**src/include/eppce_pkg.sv**
```systemverilog
// Purpose: shared constants and types of the parallel port cycle engine
// Assumes: 20 MHz system clock
// Notes:   offsets are byte offsets from the port base

package eppce_pkg;

	// ----------------------------------------------------------------
	// register offsets
	// ----------------------------------------------------------------
	localparam logic [2:0] OFF_DATA     = 3'h0;
	localparam logic [2:0] OFF_STATUS   = 3'h1;
	localparam logic [2:0] OFF_CONTROL  = 3'h2;
	localparam logic [2:0] OFF_ADDR_WIN = 3'h3;
	localparam logic [2:0] OFF_DATA_W0  = 3'h4;

	// ----------------------------------------------------------------
	// field positions and reset values
	// ----------------------------------------------------------------
	localparam int unsigned CTL_STROBE_BIT   = 0;
	localparam int unsigned CTL_LINE_FEED    = 1;
	localparam int unsigned CTL_INIT_BIT     = 2;
	localparam int unsigned CTL_SELECT_BIT   = 3;
	localparam int unsigned CTL_DIR_SELECT   = 5;
	localparam logic [7:0]  CTL_WRITE_MASK   = 8'h3f;
	localparam logic [7:0]  CTL_RESET        = 8'h00;
	localparam int unsigned STS_TIMEOUT_BIT  = 0;
	localparam logic [7:0]  BYTE_RESET       = 8'h00;

	// ----------------------------------------------------------------
	// host sync codes
	// ----------------------------------------------------------------
	localparam logic [3:0] SYNC_READY     = 4'h0;
	localparam logic [3:0] SYNC_LONG_WAIT = 4'h6;

	// ----------------------------------------------------------------
	// timing
	// ----------------------------------------------------------------
	localparam int unsigned CLK_HZ        = 20000000;
	localparam int unsigned WDOG_TIME_NS  = 10000;
	localparam int unsigned WDOG_CYCLES   = (WDOG_TIME_NS * (CLK_HZ / 1000000)) / 1000;
	localparam int unsigned SYNC_STAGES   = 2;

	// ----------------------------------------------------------------
	// types
	// ----------------------------------------------------------------
	typedef enum logic [1:0] {
		MODE_PRINTER = 2'h0,
		MODE_BIDIR   = 2'h1,
		MODE_EPP     = 2'h2,
		MODE_ECP     = 2'h3
	} eppce_mode_e;

	typedef enum logic [4:0] {
		ST_IDLE   = 5'b00001,
		ST_ARM    = 5'b00010,
		ST_SETUP  = 5'b00100,
		ST_STROBE = 5'b01000,
		ST_DONE   = 5'b10000
	} eppce_state_e;

	typedef struct packed {
		logic       wr;
		logic [2:0] addr;
		logic [7:0] wdata;
	} eppce_io_req_s;

endpackage

```
**src/hdl/eppce_sync.sv**
```systemverilog
// Purpose: two-stage synchroniser for the cable inputs
// Assumes: inputs are asynchronous to clk_i
// Notes:   first stage is read only by the second stage

module eppce_sync #(
	parameter int unsigned WIDTH = 9
) (
	input  wire logic             clk_i,
	input  wire logic             rstn_i,
	input  wire logic [WIDTH-1:0] async_i,
	output logic      [WIDTH-1:0] sync_o
);
	logic [WIDTH-1:0] meta_r;

	always_ff @(posedge clk_i) begin
		if (!rstn_i) begin
			meta_r <= '0;
			sync_o <= '0;
		end else begin
			meta_r <= async_i;
			sync_o <= meta_r;
		end
	end
endmodule

```
**src/hdl/eppce_engine.sv**
```systemverilog
// Purpose: parallel port cycle engine turning host i/o accesses into cable handshakes
// Assumes: host accesses arrive as one-cycle requests; answer is a sync stream
// Notes:   printer status bits 3..7 and ecp mode are not handled here

module eppce_engine
	import eppce_pkg::*;
#(
	parameter int unsigned WDOG_LIMIT = WDOG_CYCLES
) (
	input  wire logic          clk_i,
	input  wire logic          rstn_i,
	input  wire logic          io_req_i,
	input  eppce_io_req_s      io_cmd_i,
	input  wire logic [1:0]    mode_i,
	input  wire logic          variant_19_i,
	input  wire logic          timeout_select_i,
	input  wire logic          peripheral_wait_line_i,
	input  wire logic [7:0]    cable_bus_i,
	output logic [7:0]         cable_bus_o,
	output logic               cable_bus_oe_o,
	output logic               write_indicator_n_o,
	output logic               data_phase_select_n_o,
	output logic               address_phase_select_n_o,
	output logic               init_n_o,
	output logic               bus_direction_flag_o,
	output logic               timeout_flag_o,
	output logic               io_sync_valid_o,
	output logic [3:0]         io_sync_o,
	output logic [7:0]         io_rdata_o,
	output logic               io_tar_o
);

	initial begin
		if (WDOG_LIMIT < 2 || WDOG_LIMIT > 65535) begin
			$error("watchdog limit out of range");
		end
	end

	// ----------------------------------------------------------------
	// cable input synchronisers
	// ----------------------------------------------------------------
	logic [8:0] pins_s;
	eppce_sync #(.WIDTH(9)) u_sync (
		.clk_i   (clk_i),
		.rstn_i  (rstn_i),
		.async_i ({peripheral_wait_line_i, cable_bus_i}),
		.sync_o  (pins_s)
	);
	wire       wait_high = pins_s[8];
	wire [7:0] bus_in    = pins_s[7:0];

	// ----------------------------------------------------------------
	// state
	// ----------------------------------------------------------------
	eppce_state_e  state_r, state_nxt;
	logic [7:0]    ctrl_r, data_r, addr_win_r, dwin_r, rdata_r;
	logic          hs_write_r, hs_addr_r, timeout_r, abort_r;
	logic [15:0]   wdog_r;

	wire epp_mode   = (mode_i == MODE_EPP);
	wire win_hit    = io_cmd_i.addr >= OFF_ADDR_WIN;
	wire start_hs   = io_req_i && (state_r == ST_IDLE) && win_hit && epp_mode;
	wire quick_acc  = io_req_i && (state_r == ST_IDLE) && !start_hs;
	wire dir_in     = ctrl_r[CTL_DIR_SELECT];
	// a write with the direction bit set becomes a read-like cycle, silently
	wire hs_wr_dir  = io_cmd_i.wr && !dir_in;
	wire force_wr   = ctrl_r[CTL_STROBE_BIT];
	wire in_hs      = (state_r == ST_SETUP) || (state_r == ST_STROBE);
	wire wdog_on    = (state_r == ST_ARM) || (state_r == ST_STROBE) || (state_r == ST_SETUP);
	wire wdog_fire  = wdog_on && (wdog_r >= 16'(WDOG_LIMIT));
	wire hs_done    = (state_r == ST_STROBE) && wait_high;

	// ----------------------------------------------------------------
	// handshake sequencer
	// ----------------------------------------------------------------
	always_comb begin
		state_nxt = state_r;
		case (state_r)
			ST_IDLE: begin
				if (start_hs) begin
					state_nxt = variant_19_i ? ST_ARM : ST_SETUP;
				end else if (quick_acc) begin
					state_nxt = ST_DONE;
				end
			end
			ST_ARM: begin
				// wait high at start: hold everything until the peripheral pulls it low
				if (wdog_fire) begin
					state_nxt = ST_DONE;
				end else if (!wait_high) begin
					state_nxt = ST_SETUP;
				end
			end
			ST_SETUP: begin
				state_nxt = wdog_fire ? ST_DONE : ST_STROBE;
			end
			ST_STROBE: begin
				if (wdog_fire || hs_done) begin
					state_nxt = ST_DONE;
				end
			end
			ST_DONE: begin
				state_nxt = ST_IDLE;
			end
			default: begin
				state_nxt = ST_IDLE;
			end
		endcase
	end

	// ----------------------------------------------------------------
	// pin drive: idle follows mode and the control and data registers, handshake overrides
	// ----------------------------------------------------------------
	wire       idle_out   = (mode_i == MODE_PRINTER) || !dir_in;
	wire       hs_out     = hs_write_r || force_wr;
	wire       oe_nxt     = in_hs ? hs_out : idle_out;
	wire [7:0] hs_byte    = hs_addr_r ? addr_win_r : dwin_r;
	wire [7:0] bus_nxt    = in_hs ? hs_byte : data_r;
	wire       wr_n_nxt   = in_hs ? !hs_out : !ctrl_r[CTL_STROBE_BIT];
	wire       strobe_on  = (state_nxt == ST_STROBE);
	wire       dstb_n_nxt = strobe_on && !hs_addr_r ? 1'b0
	                      : (in_hs || strobe_on) ? 1'b1 : !ctrl_r[CTL_LINE_FEED];
	wire       astb_n_nxt = strobe_on && hs_addr_r ? 1'b0
	                      : (in_hs || strobe_on) ? 1'b1 : !ctrl_r[CTL_SELECT_BIT];

	// ----------------------------------------------------------------
	// quick register reads
	// ----------------------------------------------------------------
	logic [7:0] quick_rd;
	assign quick_rd = (io_cmd_i.addr == OFF_DATA)    ? bus_in
	                : (io_cmd_i.addr == OFF_STATUS)  ? {7'h00, timeout_r}
	                : (io_cmd_i.addr == OFF_CONTROL) ? (ctrl_r & CTL_WRITE_MASK)
	                : 8'h00;

	wire sts_write = quick_acc && io_cmd_i.wr && (io_cmd_i.addr == OFF_STATUS);
	wire sts_read  = quick_acc && !io_cmd_i.wr && (io_cmd_i.addr == OFF_STATUS);
	wire to_clear  = timeout_select_i ? sts_read
	                                  : (sts_write && io_cmd_i.wdata[STS_TIMEOUT_BIT]);
	wire timeout_nxt = wdog_fire || (timeout_r && !to_clear);                      // set wins over clear

	// ----------------------------------------------------------------
	// control, data and window registers
	// ----------------------------------------------------------------
	always_ff @(posedge clk_i) begin
		if (!rstn_i) begin
			ctrl_r     <= CTL_RESET;
			data_r     <= BYTE_RESET;
			addr_win_r <= BYTE_RESET;
			dwin_r     <= BYTE_RESET;
			hs_write_r <= 1'b0;
			hs_addr_r  <= 1'b0;
			timeout_r  <= 1'b0;
		end else begin
			timeout_r <= timeout_nxt;
			if (quick_acc && io_cmd_i.wr && io_cmd_i.addr == OFF_CONTROL) begin
				ctrl_r <= io_cmd_i.wdata & CTL_WRITE_MASK;
			end
			if (quick_acc && io_cmd_i.wr && io_cmd_i.addr == OFF_DATA) begin
				data_r <= io_cmd_i.wdata;
			end
			if (start_hs) begin
				hs_write_r <= hs_wr_dir;
				hs_addr_r  <= (io_cmd_i.addr == OFF_ADDR_WIN);
				if (io_cmd_i.wr && io_cmd_i.addr == OFF_ADDR_WIN) begin
					addr_win_r <= io_cmd_i.wdata;
				end
				if (io_cmd_i.wr && io_cmd_i.addr >= OFF_DATA_W0) begin
					dwin_r <= io_cmd_i.wdata;
				end
			end
		end
	end

	// ----------------------------------------------------------------
	// watchdog and read capture
	// ----------------------------------------------------------------
	always_ff @(posedge clk_i) begin
		if (!rstn_i) begin
			state_r <= ST_IDLE;
			wdog_r  <= 16'h0000;
			abort_r <= 1'b0;
			rdata_r <= 8'h00;
		end else begin
			state_r <= state_nxt;
			wdog_r  <= wdog_on ? wdog_r + 16'h0001 : 16'h0000;
			abort_r <= wdog_fire;
			if (hs_done && !hs_out) begin
				rdata_r <= bus_in;
			end else if (quick_acc && !io_cmd_i.wr) begin
				rdata_r <= quick_rd;
			end
		end
	end

	// ----------------------------------------------------------------
	// registered outputs
	// ----------------------------------------------------------------
	always_ff @(posedge clk_i) begin
		if (!rstn_i) begin
			cable_bus_o              <= 8'h00;
			cable_bus_oe_o           <= 1'b1;
			write_indicator_n_o      <= 1'b1;
			data_phase_select_n_o    <= 1'b1;
			address_phase_select_n_o <= 1'b1;
			init_n_o                 <= 1'b0;
			bus_direction_flag_o     <= 1'b0;
			timeout_flag_o           <= 1'b0;
			io_sync_valid_o          <= 1'b0;
			io_sync_o                <= SYNC_READY;
			io_tar_o                 <= 1'b0;
		end else begin
			cable_bus_o              <= bus_nxt;
			cable_bus_oe_o           <= oe_nxt;
			write_indicator_n_o      <= wr_n_nxt;
			data_phase_select_n_o    <= dstb_n_nxt;
			address_phase_select_n_o <= astb_n_nxt;
			init_n_o                 <= ctrl_r[CTL_INIT_BIT];
			bus_direction_flag_o     <= !oe_nxt;
			timeout_flag_o           <= timeout_nxt;
			// long wait while the handshake runs, ready once it is done or aborted
			// taken from the next state so the first wait sync stands one cycle after the request
			io_sync_valid_o          <= (state_nxt != ST_IDLE);
			io_sync_o                <= (state_nxt == ST_DONE) ? SYNC_READY : SYNC_LONG_WAIT;
			io_tar_o                 <= (state_r == ST_DONE);
		end
	end

	assign io_rdata_o = rdata_r;

endmodule

```
**config.mk**
```make
export PLATFORM = sky130hd
export DESIGN_NAME = eppce_engine
export DESIGN_NICKNAME = d
export VERILOG_FILES = /design/src/include/eppce_pkg.sv /design/src/hdl/eppce_sync.sv /design/src/hdl/eppce_engine.sv
export SDC_FILE = /design/constraint.sdc
export NUM_CORES = 1
export LEC_CHECK = 0
export BUFFER_PORTS_ARGS = -buffer_cell sky130_fd_sc_hd__buf_2
export CAP_MARGIN = 30
export CORE_UTILIZATION = 30
export DETAILED_ROUTE_END_ITERATION = 7
export PLACE_DENSITY = 0.55
export REMOVE_ABC_BUFFERS = 1
export SYNTH_ARGS = -nofsm -noshare
export SYNTH_HDL_FRONTEND = slang
export SYNTH_SLANG_ARGS = --single-unit
```
**constraint.sdc**
```tcl
create_clock -name clk_i -period 1.5 [get_ports clk_i]
set_input_delay 0.075 -clock clk_i [delete_from_list [all_inputs] [get_ports clk_i]]
set_output_delay 0.075 -clock clk_i [all_outputs]
set_load 0.01 [all_outputs]
```
==> results.sh, run 1 <==
export IMPL_drtIter0Drc=109
export IMPL_critPathCaptureType="flop"
export IMPL_grt_max_degree=39
export IMPL_fmax_mhz=610
export IMPL_hold_path_class="input port to flop"
export IMPL_min_period_over_period_pct=109
export IMPL_clkSinkCount=97
export IMPL_yosysSeqAreaShare_pct=49.9
export IMPL_clk_pin_slew_worst_paths_ns=0.07
export IMPL_rsz0062_at_grt="true"
export IMPL_area_growth_pct=33.9
export IMPL_port_buffers=54
export IMPL_arrival_ns=1.89
export IMPL_p_per_area_nw_per_um2=1070
export IMPL_yosysTopAreaCell="dfxtp_1"
export IMPL_ir_drop_mv=1.19
export IMPL_grt_total_usage_pct=13.6
export IMPL_setup_slack_ns=-0.140
export IMPL_synth_distinct_cells=47
export IMPL_pin_count=57
export IMPL_tritoncts="yes"
export IMPL_fin_worst_skew_ns=0.0107
export IMPL_drtPass1Iterations=4
export IMPL_synth_edf_count=0
export IMPL_clockRootBuffer="clkbuf_16"
export IMPL_placed_cell_area_sq_um=4650
export IMPL_die_y_microns=116
export IMPL_final_cell_mix="dfxtp_1, buf_2, mux2i_1"
export IMPL_synth_seq_cells=97
export IMPL_start_util_pct=30.8
export IMPL_nets=520
export IMPL_cp_max_fo=8
export IMPL_cts_max_level=3
export IMPL_regToRegEndpoint="data_r[5]$_SDFFE_PN0P_"
export IMPL_ys_async_sr_fraction_pct=0
export IMPL_status="complete, but fails checks"
export IMPL_fin_area_sq_um=5210
export IMPL_grt_overflow_total=0
export IMPL_critPathLaunch="state_r[1]$_SDFF_PN0_"
export IMPL_reg2reg_setup_slack_ns=-0.14
export IMPL_period_minus_slack_ns=1.64
export IMPL_clock_path_buffers=2
export IMPL_mostFrequentLayoutCell="dfxtp_1"
export IMPL_wl_per_cell_microns=12.9
export IMPL_antenna_left=0
export IMPL_synth_top_area_share_pct=49.9
export IMPL_antenna_found_initial=0
export IMPL_wirelength_microns=8630
export IMPL_finalMaxSlewViolations=0
export IMPL_violations="setup timing"
export IMPL_reg2reg_depth=6
export IMPL_die_area_sq_um=13400
export IMPL_vias_per_cell=4.51
export IMPL_leakage_nw=2.21
export IMPL_worst_setup_path_start_kind="flop"
export IMPL_finalHoldViolCount=0
export IMPL_critPathRequiredTime_ns=1.75
export IMPL_vias=3005
export IMPL_grt_pass1_vias=2841
export IMPL_netlist_area_sq_um=3890
export IMPL_r2r_start="state_r[1]$_SDFF_PN0_"
export IMPL_finalPower_mw=5.56
export IMPL_dp_hpwl_microns=6080
export IMPL_post_route_drc_count=0
export IMPL_crit_end="data_r[5]$_SDFFE_PN0P_"
export IMPL_cts_buffers=9
export IMPL_clock_latency_ns=0.35
export IMPL_synthFlopType="dfxtp_1"
export IMPL_yosys_top_cells_area="dfxtp_1, mux2i_1, nor2b_1"
export IMPL_grt_pass1_wl_microns=13800
export IMPL_num_rows=41
export IMPL_drive_above_1_share_pct=28.1
export IMPL_critPathKind="flop to flop"
export IMPL_drv_cap=0
export IMPL_synth_area_per_cell_sq_um=9.90
export IMPL_setup_violations=33
export IMPL_coreArea_sq_um=12600
export IMPL_antenna_cells=0
export IMPL_chipWidth_microns=116
export IMPL_ys_warn_count=0
export IMPL_synthCells=393
export IMPL_gp_congestion=0.826
area by class of cell:
cell class | instances | area (sq um)
Clock buffer | 9 | 225
Clock inverter | 7 | 110
Fill cell | 1244 | 7410
Inverter | 9 | 33.8
Multi-Input combinational cell | 269 | 1900
Sequential cell | 97 | 1960
Tap cell | 172 | 215
Timing Repair Buffer | 104 | 771
power breakdown:
group	switching, mW	internal [mW]	leakage [nW]
registers	0.0281	2.63	0.791
clock network	1.04	1.49	0.160
logic	0.186	0.186	1.26
total	1.26	4.30	2.21
timing repair:
item | CTS | global route
pin swaps | 5 | 7
setup buffers | 1 | 3
resized for setup | 15 | 16
hold endpoints to repair | 9 | 0
hold buffers | 9 | 0
endpoints found under the setup margin | 70 | 71
layer usage:
layer  global-route usage, %  part of all wire, %
met3                    3.87                  3.9
met4                    6.07                  2.2
met1                    17.1                   48
met5                       0                    0
met2                    21.7                   45
synth_stat cells, drive strengths merged, types with 2 or more instances:
| cell type | instances |
|---|---|
| a21boi | 4 |
| and4 | 4 |
| nor3 | 6 |
| inv | 9 |
| ha | 2 |
| a22o | 2 |
| and2 | 26 |
| dfxtp | 97 |
| o211ai | 2 |
| nor4 | 2 |
| and3b | 2 |
| nor2b | 31 |
| o21ai | 12 |
| nand2 | 30 |
| and3 | 9 |
| buf | 9 |
| a21oi | 10 |
| nand2b | 2 |
| a22oi | 5 |
| mux2i | 38 |
| xor2 | 11 |
| xnor2 | 4 |
| nor2 | 26 |
| nand4 | 4 |
| o21a | 3 |
| clkbuf | 10 |
| or3b | 2 |
| o211a | 9 |
| nand3 | 10 |
critical path, stage by stage (launching register included):
cell      delay, ns
dfxtp_2        0.34
nand4b_1       0.19
or4_4          0.48
nor2b_4        0.15
buf_12         0.14
mux2i_1        0.18
nor2b_1        0.06
state kept, by name, summed over array words and instances (netlist names), 5 cells and up:
signal / cells
io_rdata_o: 8
ctrl_r: 6
u_sync.meta_r: 9
dwin_r: 8
cable_bus_o: 8
wdog_r: 16
state_r: 5
u_sync.sync_o: 9
addr_win_r: 8
data_r: 8
stage by stage:
stage          hold WS (ns)  util (%)  setup TNS (ns)  setup WS [ns]  cells
6_report             0.0194      41.3           -2.12         -0.140    667
5_1_grt              0.0252      41.3           -7.40         -0.228    667
4_1_cts              0.0111      40.7           -2.96         -0.137    665
3_5_place_dp          0.286      36.9           -5.34         -0.176    639
3_3_place_gp          0.281      36.9           -4.03         -0.136    639
2_1_floorplan         0.137         -           -2.32         -0.227    375
worst min-delay path by stage:
stage | startpoint | endpoint | slack (ns) | cells past startpoint
6_report | io_cmd_i[6] | addr_win_r[6]$_SDFFE_PN0P_ | 0.02 | 3
5_1_grt | io_cmd_i[6] | addr_win_r[6]$_SDFFE_PN0P_ | 0.03 | 3
4_1_cts | io_cmd_i[6] | addr_win_r[6]$_SDFFE_PN0P_ | 0.01 | 3
3_5_place_dp | cable_bus_i[2] | u_sync.meta_r[2]$_SDFF_PN0_ | 0.29 | 2
3_3_place_gp | cable_bus_i[4] | u_sync.meta_r[4]$_SDFF_PN0_ | 0.28 | 2
2_1_floorplan | rstn_i | address_phase_select_n_o$_SDFF_PN1_ | 0.14 | 1
cell families (layout without fill, tap and decap cells):
logic type / Yosys count / count (layout) / share of synthesized area, %
muxes: 38 / 38 / 9.77
AOI/OAI and AO/OA: 54 / 54 / 10.0
DFF: 97 / 97 / 49.9
buffers and inverters: 28 / 129 / 3.50
and+or+nand+nor: 158 / 158 / 22.7
adders and majority gates: 2 / 2 / 0.643
other: 1 / 2 / 0.0964
xor gates and xnor gates: 15 / 15 / 3.38
No activity file was read; power rests on OpenSTA's default activity.
==> run 2, diff against run 1 <==
--- a/config.mk
+++ b/config.mk
@@ -7,9 +7,10 @@
 export LEC_CHECK = 0
 export BUFFER_PORTS_ARGS = -buffer_cell sky130_fd_sc_hd__buf_2
 export CAP_MARGIN = 30
-export CORE_UTILIZATION = 30
+export CORE_UTILIZATION = 55
 export DETAILED_ROUTE_END_ITERATION = 7
-export PLACE_DENSITY = 0.55
+export GPL_ROUTABILITY_DRIVEN = 1
+export PLACE_DENSITY = 0.83
 export REMOVE_ABC_BUFFERS = 1
 export SYNTH_ARGS = -nofsm -noshare
 export SYNTH_HDL_FRONTEND = slang
==> constraint.sdc (replaced) <==
create_clock -name clk_i -period 1.9 [get_ports clk_i]
set_input_delay 0.095 -clock clk_i [delete_from_list [all_inputs] [get_ports clk_i]]
set_output_delay 0.095 -clock clk_i [all_outputs]
set_load 0.01 [all_outputs]
==> run 2 against run 1 <==
Against the previous run:
- the flow now finishes without violations
- combinational power shrank 33%
- worst setup slack gained 0.30 ns
- global-route usage grew 9.1 points
- utilization grew 26 points
- hold slack gained 0.013 ns
- cell area shrank 12%
- sequential share of layout area grew 5.0 points
- register-to-register slack gained 0.30 ns
- critical path type unchanged
- critical endpoint is now dwin_r[6]$_SDFFE_PN0P_
- largest cell class unchanged
==> results.sh, run 2 (synthesized netlist as in run 1, its figures left out) <==
export IMPL_status="completed"
export IMPL_critical_path_depth=5
export IMPL_switching_share_pct=24.6
export IMPL_reg2reg_setup_slack_ns=0.16
export IMPL_grt_total_usage_pct=22.7
export IMPL_layout_cells_non_filler=561
export IMPL_mostFrequentLayoutCell="dfxtp_1"
export IMPL_placed_cell_area_sq_um=4270
export IMPL_clock_latency_ns=0.37
export IMPL_post_route_drc_count=0
export IMPL_critPathRequiredTime_ns=2.17
export IMPL_die_y_microns=86.1
export IMPL_antenna_left=0
export IMPL_path_buf_inv=0
export IMPL_grt_max_degree=36
export IMPL_dp_hpwl_microns=5280
export IMPL_finalMaxSlewViolations=0
export IMPL_finalPower_mw=3.75
export IMPL_hold_depth=3
export IMPL_num_rows=30
export IMPL_antenna_found_initial=0
export IMPL_port_buffers=54
export IMPL_grt_pass1_wl_microns=12900
export IMPL_vias=2924
export IMPL_critPathCaptureType="flop"
export IMPL_critPathKind="flop to flop"
export IMPL_vias_per_cell=5.21
export IMPL_fin_hold_ws_ns=0.0324
export IMPL_largest_reg_flops=16
export IMPL_wl_per_cell_microns=13.8
export IMPL_grt_pass1_vias=2732
export IMPL_clkSinkCount=97
export IMPL_final_core_util_pct=66.9
export IMPL_period_minus_slack_ns=1.74
export IMPL_reg2reg_depth=5
export IMPL_fmax_mhz=574
export IMPL_drive_above_1_share_pct=19.6
export IMPL_die_area_sq_um=7410
export IMPL_gp_congestion=0.902
export IMPL_coreArea_sq_um=6830
export IMPL_final_cell_mix="dfxtp_1, buf_2, mux2i_1"
export IMPL_fin_area_sq_um=4570
export IMPL_largest_register="wdog_r"
export IMPL_max_stage_delay_ns=0.44
export IMPL_pin_count=57
export IMPL_area_growth_pct=17.4
export IMPL_leakage_nw=1.95
export IMPL_wirelength_microns=7720
export IMPL_min_to="addr_win_r[7]$_SDFFE_PN0P_"
export IMPL_nFillCells=545
export IMPL_setup_slack_ns=0.156
export IMPL_clkPwrFrac_pct=37.4
export IMPL_arrival_ns=2.01
export IMPL_chipWidth_microns=86.1
export IMPL_setup_violations=0
export IMPL_min_from="io_cmd_i[7]"
export IMPL_pre_cts_slack_ns=0.182
export IMPL_cts_setup_buffers=0
export IMPL_p_per_area_nw_per_um2=821
export IMPL_cts_buffers=9
export IMPL_multiInputGateArea_sq_um=1820
export IMPL_grt_overflow_total=0
export IMPL_top_regs="wdog_r (16), u_sync.meta_r (9), u_sync.sync_o (9)"
export IMPL_cts_max_level=3
export IMPL_cp_cell_sequence="nor3b_2 -> and4_1 -> nand3_2 -> mux2i_1 -> nor2b_1"
export IMPL_ir_drop_mv=0.542
export IMPL_cp_max_fo=8
export IMPL_clockRootBuffer="clkbuf_8"
export IMPL_placed_cells=536
export IMPL_p_switching_mw=0.922
export IMPL_finalHoldViolCount=0
export IMPL_start_util_pct=57.0
export IMPL_setup_tns_ns=0
export IMPL_tritoncts="yes"
export IMPL_clk_pin_slew_worst_paths_ns=0.10
export IMPL_min_period_over_period_pct=91.8
export IMPL_r2r_start="state_r[0]$_SDFF_PN1_"
export IMPL_worst_setup_path_start_kind="flop"
export IMPL_pwr_share_seq_pct=56.0
export IMPL_p_comb_share_pct=6.6
export IMPL_critPathSlowestCell="dfxtp_1"
export IMPL_nets=490
export IMPL_clock_path_buffers=2
export IMPL_p_int_mw=2.83
export IMPL_fin_worst_skew_ns=0.0102
export IMPL_critPathTopFamily="simple AND/OR/NAND/NOR gates"
export IMPL_seqCellArea_sq_um=1940
export IMPL_drtIter0Drc=155
export IMPL_regToRegEndpoint="dwin_r[6]$_SDFFE_PN0P_"
export IMPL_drtPass1Iterations=4
export IMPL_antenna_cells=0
export IMPL_hold_path_class="input port to flop"
export IMPL_drv_cap=0
export IMPL_rsz0062_at_grt="false"
run 2: cell types whose count changed in the layout (fill, tap and decap cells not counted), moves of 4 or more:
| cell | change |
|---|---|
| buf_4 | -19 |
| clkbuf_16 | -9 |
| clkbuf_8 | +9 |
| buf_12 | -7 |
| dfxtp_1 | +5 |
| buf_6 | -4 |
run 2: worst min-delay path, stage by stage:
cell and delay [ns]:
buf_2 0.10, mux2i_1 0.07, nor2b_1 0.10
run 2: layout make-up:
type / count / share of cell area (%)
Sequential cell: 97 / 42.5
Multi-Input combinational cell: 269 / 39.8
Timing Repair Buffer: 74 / 9.70
Clock buffer: 9 / 2.71
Tap cell: 96 / 2.63
Clock inverter: 7 / 1.94
Inverter: 9 / 0.740
run 2: power groups by stage:
| stage | clock network (mW) | registers (mW) | logic, mW |
|---|---|---|---|
| finish | 1.40 | 2.10 | 0.249 |
| global route | 1.51 | 2.11 | 0.275 |
| CTS | 1.43 | 2.10 | 0.249 |
| detailed placement | 0 | 2.15 | 0.233 |
| global placement | 0 | 2.14 | 0.230 |
| floorplan | 0 | 2.15 | 0.106 |
run 2: how the worst max path moves through the flow:
stage,startpoint,end,slack (ns)
final,state_r[0]$_SDFF_PN1_,dwin_r[6]$_SDFFE_PN0P_,0.16
after global routing,state_r[0]$_SDFF_PN1_,dwin_r[3]$_SDFFE_PN0P_,0.05
after global placement,state_r[1]$_SDFF_PN0_,data_r[0]$_SDFFE_PN0P_,0.24
after CTS,state_r[1]$_SDFF_PN0_,data_r[5]$_SDFFE_PN0P_,0.16
after floorplan,state_r[1]$_SDFF_PN0_,data_r[0]$_SDFFE_PN0P_,0.17
after detailed placement,state_r[1]$_SDFF_PN0_,data_r[5]$_SDFFE_PN0P_,0.18
run 2: routing by layer:
layer	vias to the layer above	part of all wire, %	GRT usage, %
li1	1471	-	-
met1	1362	46	28.9
met2	81	48	37.6
met3	10	5.1	5.29
met4	0	1.2	8.64
met5	-	0	0
run 2: repair_timing:
action | 4_1_cts | 5_1_grt
resized for setup | 0 | 0
endpoints found under the hold margin | 9 | 0
hold buffers | 9 | 0
